File: src/logic/balb_pkg.sv
package balb_pkg;

  // ---------------------------------------------------------------
  // frame and channel layout
  // ---------------------------------------------------------------
  localparam int unsigned FRAME_BITS = 48;
  localparam int unsigned CNT_W = 6;
  localparam logic [5:0] FRAME_LAST = 6'h2f;
  localparam int unsigned FIFO_DEPTH = 32;

  // channel selection bits in the partial-loop mask
  localparam int unsigned CH_B1 = 0;
  localparam int unsigned CH_B2 = 1;
  localparam int unsigned CH_D = 2;
  localparam logic [2:0] CH_ALL = 3'h7;

  // reset values
  localparam logic [5:0] CNT_RST = 6'h00;
  localparam logic [2:0] MASK_RST = 3'h0;

  // forward-path replacement pattern for non-transparent loops
  localparam logic FWD_IDLE_BIT = 1'b1;

  // channel class of each bit position in a frame
  typedef enum logic [3:0] {
    BALB_CH_B1 = 4'b0001,
    BALB_CH_B2 = 4'b0010,
    BALB_CH_D = 4'b0100,
    BALB_CH_AUX = 4'b1000
  } balb_chan_e;

  // loop state
  typedef enum logic [2:0] {
    BALB_ST_NORMAL = 3'b001,
    BALB_ST_LOOP2 = 3'b010,
    BALB_ST_LOOP3 = 3'b100
  } balb_state_e;

  // loop request as it arrives from a control source
  typedef struct packed {
    logic on;
    logic transparent;
    logic [2:0] chan_mask;
  } balb_req_s;

  // one line bit with its frame position
  typedef struct packed {
    logic bit_val;
    logic [5:0] pos;
  } balb_bit_s;

endpackage

File: src/logic/balb_loopback.sv
// Operation
// - a complete loop returns every received bit unchanged toward its sender.
// - a partial loop returns only the selected channel bits and keeps other positions out of the loop.
// - a logical loop may apply a defined modification (here an xor pattern) to the looped bits.
// - a transparent loop forwards the received signal onward while also returning it.
// - a non-transparent loop forwards a defined idle pattern instead of the received signal.
// - while any loop is active the signal from beyond the loop point is blocked.
// - the network termination always provides loop 2, a complete 2B+D loop under exchange layer 1 control.
// - the switching unit provides loop 3, a 2B+D loop per terminal-side interface toward the exchange.
// - loop 3 is selected per interface by layer 3 control or by local maintenance.
// - a remote server may request loop 3 on or off; the switching unit generates the test pattern.

// ---------------------------------------------------------------
// fifo
// ---------------------------------------------------------------
module balb_fifo
  import balb_pkg::*;
#(
  parameter int unsigned WIDTH = 7,
  parameter int unsigned DEPTH = 32
)
(
  // clock and reset
  input wire logic core_clk,
  input wire logic arst_n,
  // write side
  input wire logic [WIDTH-1:0] wr_data,
  input wire logic wr_valid,
  output logic wr_ready,
  // read side
  output logic [WIDTH-1:0] rd_data,
  output logic rd_valid,
  input wire logic rd_ready
);
  localparam int unsigned AW = $clog2(DEPTH);
  logic [WIDTH-1:0] mem [DEPTH];
  logic [AW-1:0] wp_r;
  logic [AW-1:0] rp_r;
  logic [AW:0] cnt_r;
  wire do_wr = wr_valid && wr_ready;
  wire do_rd = rd_valid && rd_ready;
  assign wr_ready = (cnt_r != (AW+1)'(DEPTH));
  assign rd_valid = (cnt_r != '0);
  assign rd_data = mem[rp_r];

  always_ff @(posedge core_clk)
  begin
    if (do_wr)
    begin
      mem[wp_r] <= wr_data;
    end
  end

  always_ff @(posedge core_clk or negedge arst_n)
  begin
    if (!arst_n)
    begin
      wp_r <= '0;
      rp_r <= '0;
      cnt_r <= '0;
    end
    else
    begin
      if (do_wr)
        wp_r <= (wp_r == AW'(DEPTH-1)) ? '0 : wp_r + 1'b1;
      if (do_rd)
        rp_r <= (rp_r == AW'(DEPTH-1)) ? '0 : rp_r + 1'b1;
      cnt_r <= cnt_r + (AW+1)'(do_wr) - (AW+1)'(do_rd);
    end
  end
endmodule

// ---------------------------------------------------------------
// loopback core
// ---------------------------------------------------------------
module balb_loopback
  import balb_pkg::*;
#(
  parameter int unsigned DEPTH = FIFO_DEPTH
)
(
  // clock and reset
  input wire logic core_clk,
  input wire logic arst_n,
  // line side, from and to the exchange_termination
  input wire logic line_rx_bit,
  input wire logic line_rx_strobe,
  input wire logic line_rx_frame_start,
  input wire logic line_active,
  output logic line_tx_bit,
  output logic line_tx_valid,
  // user side, toward and from the user_terminal
  output logic user_tx_bit,
  output logic user_tx_valid,
  output logic user_tx_echo_zero,
  output logic user_tx_active_frame,
  input wire logic user_rx_bit,
  input wire logic user_rx_valid,
  // loop 2 control from exchange layer 1 signalling
  input wire logic loop2_req,
  input wire logic loop2_transparent,
  // loop 3 control: layer 3, local maintenance, remote server
  input wire logic loop3_l3_on,
  input wire logic loop3_l3_off,
  input wire logic loop3_local_on,
  input wire logic loop3_local_off,
  input wire logic loop3_remote_on,
  input wire logic loop3_remote_off,
  input wire logic loop3_transparent,
  input wire logic loop3_addressed,
  input wire logic [2:0] loop3_chan_mask,
  input wire logic [7:0] logical_xor,
  // status
  output logic loop2_active,
  output logic loop3_active,
  output logic test_pattern_bit
);

  // ---------------------------------------------------------------
  // input synchronisers
  // ---------------------------------------------------------------
  logic [5:0] s1_r;
  logic [5:0] s2_r;
  wire [5:0] pins_in = {line_rx_bit, line_rx_strobe, line_rx_frame_start, line_active, user_rx_bit, user_rx_valid};

  always_ff @(posedge core_clk or negedge arst_n)
  begin
    if (!arst_n)
    begin
      s1_r <= '0;
      s2_r <= '0;
    end
    else
    begin
      s1_r <= pins_in;
      s2_r <= s1_r;
    end
  end

  wire rx_bit = s2_r[5];
  wire rx_stb = s2_r[4];
  wire rx_fs = s2_r[3];
  wire act = s2_r[2];
  wire urx_bit = s2_r[1];
  wire urx_val = s2_r[0];

  // ---------------------------------------------------------------
  // frame position and channel class
  // ---------------------------------------------------------------
  logic [5:0] pos_r;
  logic stb_d_r;
  wire stb_rise = rx_stb && !stb_d_r;
  wire frame_edge = stb_rise && rx_fs;
  wire [5:0] cur_pos = rx_fs ? CNT_RST : ((pos_r == FRAME_LAST) ? CNT_RST : pos_r + 6'h01);

  // simplified bit map: one b1 octet, one b2 octet, two d bits; rest framing/aux
  balb_chan_e chan;
  always_comb
  begin
    if (cur_pos >= 6'h02 && cur_pos < 6'h0a)
      chan = BALB_CH_B1;
    else if (cur_pos >= 6'h0e && cur_pos < 6'h16)
      chan = BALB_CH_B2;
    else if (cur_pos == 6'h0b || cur_pos == 6'h17)
      chan = BALB_CH_D;
    else
      chan = BALB_CH_AUX;
  end

  // ---------------------------------------------------------------
  // loop state, applied at frame boundaries; line deactivation clears it at once
  // ---------------------------------------------------------------
  balb_state_e st_r;
  balb_req_s l3_req_r;
  logic l2_tr_r;
  logic l3_tr_r;
  logic [2:0] mask_r;

  // layer 3 and remote loop 3 requests need the interface to be addressed; local ones do not
  wire l3_on = loop3_addressed && (loop3_l3_on || loop3_remote_on) || loop3_local_on;
  wire l3_off = loop3_addressed && (loop3_l3_off || loop3_remote_off) || loop3_local_off;

  always_ff @(posedge core_clk or negedge arst_n)
  begin
    if (!arst_n)
    begin
      l3_req_r <= '0;
    end
    else if (!act)
    begin
      l3_req_r <= '0;
    end
    else if (l3_on)
    begin
      l3_req_r <= '{on: 1'b1, transparent: loop3_transparent, chan_mask: loop3_chan_mask};
    end
    else if (l3_off)
    begin
      l3_req_r.on <= 1'b0;
    end
  end

  // loop 2 has priority: it is mandatory and closer to the exchange
  balb_state_e st_nxt;
  always_comb
  begin
    st_nxt = st_r;
    if (!act)
      st_nxt = BALB_ST_NORMAL;
    else if (frame_edge)
    begin
      if (loop2_req)
        st_nxt = BALB_ST_LOOP2;
      else if (l3_req_r.on)
        st_nxt = BALB_ST_LOOP3;
      else
        st_nxt = BALB_ST_NORMAL;
    end
  end

  always_ff @(posedge core_clk or negedge arst_n)
  begin
    if (!arst_n)
    begin
      st_r <= BALB_ST_NORMAL;
      l2_tr_r <= 1'b0;
      l3_tr_r <= 1'b0;
      mask_r <= MASK_RST;
      pos_r <= CNT_RST;
      stb_d_r <= 1'b0;
    end
    else
    begin
      st_r <= st_nxt;
      stb_d_r <= rx_stb;
      if (stb_rise)
        pos_r <= cur_pos;
      if (frame_edge)
      begin
        l2_tr_r <= loop2_transparent;
        l3_tr_r <= l3_req_r.transparent;
        mask_r <= loop2_req ? CH_ALL : l3_req_r.chan_mask;
      end
    end
  end

  // ---------------------------------------------------------------
  // channel selection and logical modification
  // ---------------------------------------------------------------
  wire loop_on = (st_r != BALB_ST_NORMAL);
  wire in_mask = (chan == BALB_CH_B1 && mask_r[CH_B1]) || (chan == BALB_CH_B2 && mask_r[CH_B2])
                 || (chan == BALB_CH_D && mask_r[CH_D]);
  wire complete = loop_on && (mask_r == CH_ALL);
  wire sel_bit = complete || (loop_on && in_mask);
  wire [2:0] xidx = cur_pos[2:0];
  // xor applied only to b-channel bits of loop 3; zero pattern leaves data unchanged
  wire mod_bit = (st_r == BALB_ST_LOOP3 && (chan == BALB_CH_B1 || chan == BALB_CH_B2))
                 ? logical_xor[xidx] : 1'b0;
  wire looped_bit = rx_bit ^ mod_bit;
  wire transparent = (st_r == BALB_ST_LOOP2) ? l2_tr_r : l3_tr_r;

  // ---------------------------------------------------------------
  // loopback buffer toward the line
  // ---------------------------------------------------------------
  // returned bits queue behind the loop; a bit arriving while the queue is full is dropped
  logic [6:0] q_rd;
  logic q_valid;
  logic tx_take_r;
  wire loop_valid = stb_rise && sel_bit;
  wire normal_valid = !loop_on && urx_val && stb_rise;
  // user data is blocked from the return path while a loop is on
  wire [6:0] q_wdata = loop_valid ? {looped_bit, cur_pos} : {urx_bit, cur_pos};

  balb_fifo #(.WIDTH(7), .DEPTH(DEPTH)) u_fifo (
    .core_clk(core_clk),
    .arst_n(arst_n),
    .wr_data(q_wdata),
    .wr_valid(loop_valid || normal_valid),
    .wr_ready(),
    .rd_data(q_rd),
    .rd_valid(q_valid),
    .rd_ready(tx_take_r)
  );

  // ---------------------------------------------------------------
  // outputs
  // ---------------------------------------------------------------
  // forward bit: received data with no loop or a transparent loop, idle pattern otherwise
  wire fwd_bit = (!loop_on || transparent) ? rx_bit : FWD_IDLE_BIT;
  // gated by act: the echo flag must drop together with the active frames
  wire echo_zero = (st_r == BALB_ST_LOOP2) && l2_tr_r && act;

  always_ff @(posedge core_clk or negedge arst_n)
  begin
    if (!arst_n)
    begin
      line_tx_bit <= 1'b0;
      line_tx_valid <= 1'b0;
      tx_take_r <= 1'b0;
      user_tx_bit <= 1'b0;
      user_tx_valid <= 1'b0;
      user_tx_echo_zero <= 1'b0;
      user_tx_active_frame <= 1'b0;
      loop2_active <= 1'b0;
      loop3_active <= 1'b0;
      test_pattern_bit <= 1'b0;
    end
    else
    begin
      tx_take_r <= q_valid && !tx_take_r && stb_rise;
      line_tx_valid <= q_valid && tx_take_r;
      if (q_valid && tx_take_r)
        line_tx_bit <= q_rd[6];
      user_tx_bit <= echo_zero ? rx_bit : fwd_bit;
      user_tx_valid <= stb_rise;
      user_tx_echo_zero <= echo_zero;
      user_tx_active_frame <= act && (echo_zero || !loop_on || transparent);
      loop2_active <= (st_r == BALB_ST_LOOP2);
      loop3_active <= (st_r == BALB_ST_LOOP3);
      // unit-generated pattern on test_pattern_bit while loop 3 is on: alternating per frame position
      test_pattern_bit <= (st_r == BALB_ST_LOOP3) ? cur_pos[0] : 1'b0;
    end
  end

endmodule

File: config.mk
export PLATFORM = sky130hd
export DESIGN_NAME = balb_loopback
export DESIGN_NICKNAME = d
export VERILOG_FILES = /design/src/logic/balb_pkg.sv /design/src/logic/balb_loopback.sv
export SDC_FILE = /design/constraint.sdc
export NUM_CORES = 1
export LEC_CHECK = 0
export ABC_AREA = 1
export BUFFER_PORTS_ARGS = -buffer_cell sky130_fd_sc_hd__buf_2
export CAP_MARGIN = 20
export CORE_MARGIN = 2
export CORE_UTILIZATION = 45
export CTS_CLUSTER_DIAMETER = 120
export DETAILED_ROUTE_END_ITERATION = 12
export GPL_ROUTABILITY_DRIVEN = 0
export SLEW_MARGIN = 20
export SYNTH_ARGS = -nofsm -noshare
export SYNTH_HDL_FRONTEND = slang
export SYNTH_SLANG_ARGS = --single-unit
File: constraint.sdc
create_clock -name core_clk -period 5.4 [get_ports core_clk]
set_input_delay 1.62 -clock core_clk [delete_from_list [all_inputs] [get_ports core_clk]]
set_output_delay 1.62 -clock core_clk [all_outputs]
set_load 0.005 [all_outputs]
---- Word level (Yosys, flattened, before mapping) ----
Memories as Yosys holds them, arrays and structs flattened. A register that Yosys moved wholly into a read port is not among the register bits.
Index checks and enable logic that the tools add are counted.
storage, ports and cells
  flip-flop bits (word level) ............. 57
  RAM bits ................................ 224
  bits of input ports ..................... 29
  output and inout bits ................... 9
  word-level logic and storage cells ...... 117
  memories ................................ 1
cells by class
  $add $sub $neg .......................... 5
  $lt $le $gt $ge ......................... 5
  eq/ne operators ......................... 16
  mux-type cells .......................... 26
  bitwise operators ....................... 1
  reductions and logical operators ........ 40
memory list
  memory      depth  width  rd ports  clocked after Yosys merged registers in  write ports  RTL line             text
  u_fifo.mem  32     7      1         1                                        1            balb_loopback.sv:36  logic [WIDTH-1:0] mem [DEPTH];
operators with widths
  cell                                                                           count
  1-bit logical AND                                                              22
  4-bit 2-to-1 mux                                                               4
  3-bit 2-to-1 mux                                                               5
  5-bit 2-to-1 mux                                                               3
  1-bit logical OR                                                               13
  6-bit 2-to-1 mux                                                               2
  5-bit by 1-bit adder with 5-bit output (second input constant)                 2
  5-bit == test (second input constant)                                          2
  1-bit 2-to-1 mux                                                               10
  7-bit 2-to-1 mux                                                               1
  6-bit by 1-bit adder with 6-bit output                                         1
  6-bit by 1-bit adder with 6-bit output (second input constant)                 1
  3-bit == test (second input constant)                                          2
  6-bit by 4-bit == test with 1-bit output (second input constant)               1
  6-bit by 5-bit == test with 1-bit output (second input constant)               1
  6-bit == test (second input constant)                                          1
  6-bit by 2-bit >= comparator with 1-bit output (second input constant)         1
  6-bit by 4-bit >= comparator with 1-bit output (second input constant)         1
  6-bit by 4-bit less-than comparator with 1-bit output (second input constant)  1
  6-bit by 5-bit less-than comparator with 1-bit output (second input constant)  1
  3-bit by 1-bit != test with 1-bit output (second input constant)               2
  6-bit != test (second input constant)                                          1
  6-bit nonzero test                                                             1
  6-bit by 1-bit subtractor with 6-bit output                                    1
  9 further kinds                                                                13

---- Longest topological paths before layout ----
  depth in word-level cells ............... 19
  gate-level depth with buffers ........... 23
  gate-level depth less buffers ........... 23

---- By module ----
A second synthesis with hierarchy kept.
unflattened totals
  cell total of the unflattened synthesis .. 1229
  area total of the unflattened synthesis .. 12438.2 sq um
by module, submodules not included
  module         times used  cells an instance  area each (sq um)  seq. area each (sq um)
  balb_fifo      1           1012               10500.1            7126.8
  balb_loopback  1           217                1938.1             1052.3

---- Worst setup path before layout ----
No wires, ideal clock.
  kind .................................... input -> register
  start point ............................. input port logical_xor[2]
  end point ............................... memory u_fifo.mem[0][6] (data pin)
  setup time .............................. 0.393 ns
  arrival time ............................ 2.484 ns
  data required time ...................... 5.007 ns
  path slack .............................. 2.523 ns
  stages .................................. 9
  buffers on the path ..................... 0
  cells stage by stage .................... inv_1 nand2_1 nand2_1 o21ai_0 nor2_1 nor2_1 nand3_1 nand3b_1 nand2_1
on the way
  longest elaborated chain between the ends .. 5
ends and longest elaborated chain
  element                                    RTL line              text
  start, declared                            balb_loopback.sv:112  input wire logic [7:0] logical_xor,
  1-bit binary-select mux with 3-bit select  balb_loopback.sv:258  ? logical_xor[xidx] : 1'b0;
  1-bit 2-to-1 mux (implied by the code)     balb_loopback.sv:258
  1-bit 2-to-1 mux                           balb_loopback.sv:258
  1-bit XOR                                  balb_loopback.sv:259  wire looped_bit = rx_bit ^ mod_bit;
  7-bit 2-to-1 mux                           balb_loopback.sv:272  wire [6:0] q_wdata = loop_valid ? {looped_bit, cur_pos} : {urx_bit, cur_pos};
  net q_wdata[6]                             balb_loopback.sv:272
  end, declared                              balb_loopback.sv:36
The timed path passes the listed nets, and every way through them passes these cells. The select of a mux whose other input is x is not followed.

---- Final worst setup path ----
  start point ............................. register pos_r[0]
  end point ............................... register u_fifo.cnt_r[5]
on the way
  longest elaborated chain between the ends .. 19
  elaborated cells between the ends (all ways) .. 31
  classes of those cells .................. 3 x add/sub; 4 x order compare; 6 x eq/ne; 5 x mux; 13 x reduce/logical
ends and longest elaborated chain
  element                                                                                                      RTL line              text
  start, declared                                                                                              balb_loopback.sv:150  logic [5:0] pos_r;
  start signal, assigned                                                                                       balb_loopback.sv:237  pos_r <= cur_pos;
  6-bit by 1-bit adder with 6-bit output / 6-bit == test (equally long branches)                               balb_loopback.sv:154  wire [5:0] cur_pos = rx_fs ? CNT_RST : ((pos_r == FRAME_LAST) ? CNT_RST : pos_r + 6'h01);
  6-bit 2-to-1 mux * (2 in a row)                                                                              balb_loopback.sv:154
  branches (longest 4 deep; another with 6-bit by 4-bit >= comparator with 1-bit output)                       --
  4-bit 2-to-1 mux *                                                                                           balb_loopback.sv:160  if (cur_pos >= 6'h02 && cur_pos < 6'h0a)
  4-bit by 1-bit == test with 1-bit output / 4-bit by 2-bit == test with 1-bit output (equally long branches)  balb_loopback.sv:251  wire in_mask = (chan == BALB_CH_B1 && mask_r[CH_B1]) || (chan == BALB_CH_B2 && mask_r[CH_B2])
  1-bit logical AND                                                                                            balb_loopback.sv:251
  1-bit logical OR                                                                                             balb_loopback.sv:251
  1-bit logical OR *                                                                                           balb_loopback.sv:252  || (chan == BALB_CH_D && mask_r[CH_D]);
  1-bit logical AND *                                                                                          balb_loopback.sv:254  wire sel_bit = complete || (loop_on && in_mask);
  1-bit logical OR *                                                                                           balb_loopback.sv:254
  1-bit logical AND *                                                                                          balb_loopback.sv:269  wire loop_valid = stb_rise && sel_bit;
  1-bit logical OR *                                                                                           balb_loopback.sv:278  .wr_valid(loop_valid || normal_valid),
  1-bit logical AND *                                                                                          balb_loopback.sv:40   wire do_wr = wr_valid && wr_ready;
  net u_fifo.do_wr                                                                                             balb_loopback.sv:40
  6-bit by 1-bit adder with 6-bit output *                                                                     balb_loopback.sv:68   cnt_r <= cnt_r + (AW+1)'(do_wr) - (AW+1)'(do_rd);
  6-bit by 1-bit subtractor with 6-bit output *                                                                balb_loopback.sv:68
  end signal, assigned                                                                                         balb_loopback.sv:68
  end, declared                                                                                                balb_loopback.sv:39   logic [AW:0] cnt_r;
Mark *: on every way through the listed nets, which the timed path passes.
A chain may end at the register's enable or synchronous reset.

==> impl_results.md <==
* Synth unique cells at 38
* Average cell area after synthesis at 9.38 um^2
* DIE WIDTH at roughly 100 um
* Startpoint types: flip-flop
* Max transition margin at 44.1%
* #FFs+latches synth at 90
* Post-synthesis cell area at 0.00433 mm^2
* Final number of max-transition violations at 0
* Max rail drop VDD at between 0.2 and 0.3 mV
* Final min period at 3.15 ns
* Clock Sinks at 90
* Sw Ratio at 35.6%
* Final setup margin at ~2.3 ns
* Synth Instances at about 460
* Starting density of the core at between 40% and 50%
* Final WL at slightly above 8000 um
* Buffers on Ports at 37
* Pin count of the biggest net entering global routing at 59
* Seq/Total Area, Yosys at between 50% and 60%
* Worst skew pair latency at 0.36 ns
* DRC at 0
* CP max FO at 10
* Clock share of power at between 20% and 30%
* Final hold violation count at 0
* H-tree lvl count at 3
* LEAKAGE at roughly 2.2 nW
* CTS Hold Bufs at 0
* GRT Overall Usage at between 15 and 20%
* Worst Setup End Kind: flip-flop
* Setup WS pre-CTS at roughly 2 ns
* CTS tree: done
* Status: finished clean
* Post-synth ARST share at roughly 64%
* DP Wirelength at ~5800 um
* Vias per cell at about 5
* Post-CTS Resized at 0
* First-pass iteration count of the detailed router at 4
* Final setup viols at 0
* Core Region at about 0.0093 mm^2
* Clk buf depth at 2
* Diodes inserted at 0
* Post-synth EDFFs at 32
* Die span in y at just over 100 um
* Die area at around 0.010 mm^2
* CP required at approximately 5.7 ns
* IO Count at 38
* Antenna violations before repair at 0
* Max_cap viols at 0
* Cell Int Power at about 0.0012 W
* CTS buffer count at 9
* Synthesis Warnings at 0
* Setup Buffers After CTS at 0
* Share of layout cells above drive strength 1 at roughly 15%
* FP Rows at 35
* Final ANT Viol Nets at 0
* FMAX at 318 MHz
* DR vias at 3,138
* Clock Skew at roughly 0.012 ns
* Worst path arrival time at between 3 and 4 ns
* Filler Cells Inserted at 870
* Pwr/cell area at about 390 mW/mm^2
* WS Path Type: reg2reg
* Area growth from synthesis to layout at 12.4%
* First-pass GRT wire length at between 10,000 and 15,000 um
* Slew @ Worst Pin at between 0.8 and 0.9 ns
* Sequential Power Share at 46.6%
* Clock-pin transition on the worst setup and hold timing paths at 0.09 ns
* Sum Neg Setup Slack at 0 ns
* Wirelength per Cell at approximately 13 um
* GR Overflow Total at 0
* Combinational share of power at between 20% and 30%
* Top FF cell, synth: dfrtp_1
* DR iter-0 viols at approximately 190
* Total Power at about 0.0019 W
* Net switching power at about 0.00068 W
* CTS root buffer: clkbuf_8
* Layout net count at around 550
* Syn nets at 509
* RSZ-0062 raised after global routing: no
* Vias in the first global route at between 3,000 and 4,000
* HP Class: reg2reg
* Final worst path period share at ~58%
-- power by group through the flow --
stage / registers (W) / logic [W] / clock network (W)
finish: 0.000885 / 0.000556 / 0.000458
global route: 0.000901 / 0.000655 / 0.000502
CTS: 0.000885 / 0.000566 / 0.000474
detailed placement: 0.000899 / 0.000563 / 0
global placement: 0.000897 / 0.000544 / 0
floorplan: 0.000859 / 0.000453 / 0
-- synth_stat cells (3+ instances only) --
cell type   n  area (um^2)
nand3_1    26          130
o21ai_0    41          205
inv_2       3         11.3
edfxtp_1   32          961
inv_1      52          195
o22ai_1     9         56.3
dfrtp_1    57         1430
nor2_1     82          308
nand3_2     5         50.1
ha_1       17          213
nand3_4     4         70.1
nor3_1      6         30.0
nand2_1    78          293
clkinv_1    3         11.3
xnor2_1     3         26.3
nand4_1     3         18.8
a21oi_1     8         40.0
clkbuf_1    5         18.8
-- layout make-up --
type | instances | area, um^2 | share of cell area, %
Clock inverter | 5 | 40.0 | 0.822
Sequential cell | 90 | 2410 | 49.5
Timing Repair Buffer | 38 | 193 | 3.95
Multi-Input combinational cell | 309 | 1680 | 34.6
Tap cell | 129 | 161 | 3.31
Inverter | 58 | 218 | 4.47
Clock buffer | 11 | 163 | 3.34
-- kinds of logic (layout without fill, tap and decap cells) --
family | after synthesis | count (layout) | share of synthesized area (%)
buf+inv | 63 | 112 | 5.46
fa+ha+maj | 18 | 18 | 5.37
flops | 90 | 90 | 55.7
compound gates | 70 | 70 | 9.12
simple gates | 216 | 216 | 23.4
xor+xnor | 5 | 5 | 1.01
-- layout by cell type, fill, tap and decap left out, types with 3 or more instances in the layout --
master / n
a21oi_1: 8
buf_2: 37
clkbuf_8: 10
clkinv_1: 3
dfrtp_1: 57
edfxtp_1: 32
ha_1: 17
inv_1: 52
inv_2: 3
inv_6: 3
nand2_1: 78
nand3_1: 26
nand3_2: 5
nand3_4: 4
nand4_1: 3
nor2_1: 82
nor3_1: 6
o21ai_0: 41
o22ai_1: 9
xnor2_1: 3
-- routing by layer --
layer  routed length (um)  global-route usage (%)  part of all wire, %
met1                 4100                    24.1                   50
met2                 3780                    28.3                   46
met3                  248                    3.83                  3.0
met4                   68                    4.72                 0.83
met5                    0                       0                    0
-- per-stage QoR --
stage,utilization [%],hold WS (ns),area [um^2],cells
floorplan,-,0.331,4330,462
global placement,50.3,0.333,4670,624
detailed placement,50.3,0.335,4670,624
CTS,52.5,0.356,4870,640
global route,52.5,0.370,4870,640
finish,52.5,0.354,4870,640
-- path summary, 6_finish.rpt --
path / start / slack, ns / to / cells past startpoint
max: pos_r[0] / 2.25 / u_fifo.cnt_r[5] / 21
min: s1_r[3] / 0.35 / s2_r[3] / 0
max reg2reg: pos_r[0] / 2.25 / u_fifo.cnt_r[5] / 21
min reg2reg: s1_r[3] / 0.35 / s2_r[3] / 0
max in group asynchronous: arst_n / 3.51 / u_fifo.wp_r[2] / 2
min in group asynchronous: arst_n / 1.41 / pos_r[0] / 2
-- state kept, by name (all words and copies together) (netlist names), 3 cells and up --
register and flops:
u_fifo.cnt_r 6, u_fifo.rp_r 5, s1_r 6, s2_r 6
st_r 3, l3_req_r 5, pos_r 6, u_fifo.mem 32
mask_r 3, u_fifo.wp_r 5
-- worst max-delay path: stages, from the launching register on --
cell      delay (ns)
dfrtp_1         0.44
ha_1            0.28
nand2_1         0.09
nand2_1         0.06
nor2_1          0.17
inv_1           0.11
nor2_1          0.15
nand3_1         0.14
nand3_2         0.10
nand3_2         0.08
nand2_4         0.10
nand2_8         0.10
nand2_4         0.10
inv_1           0.07
ha_1            0.19
inv_1           0.08
nor2_1          0.05
a211oi_1        0.30
nor2_1          0.08
o21ai_0         0.15
nand2_1         0.08
xnor2_1         0.12
Power figures use the tool's default switching activity.
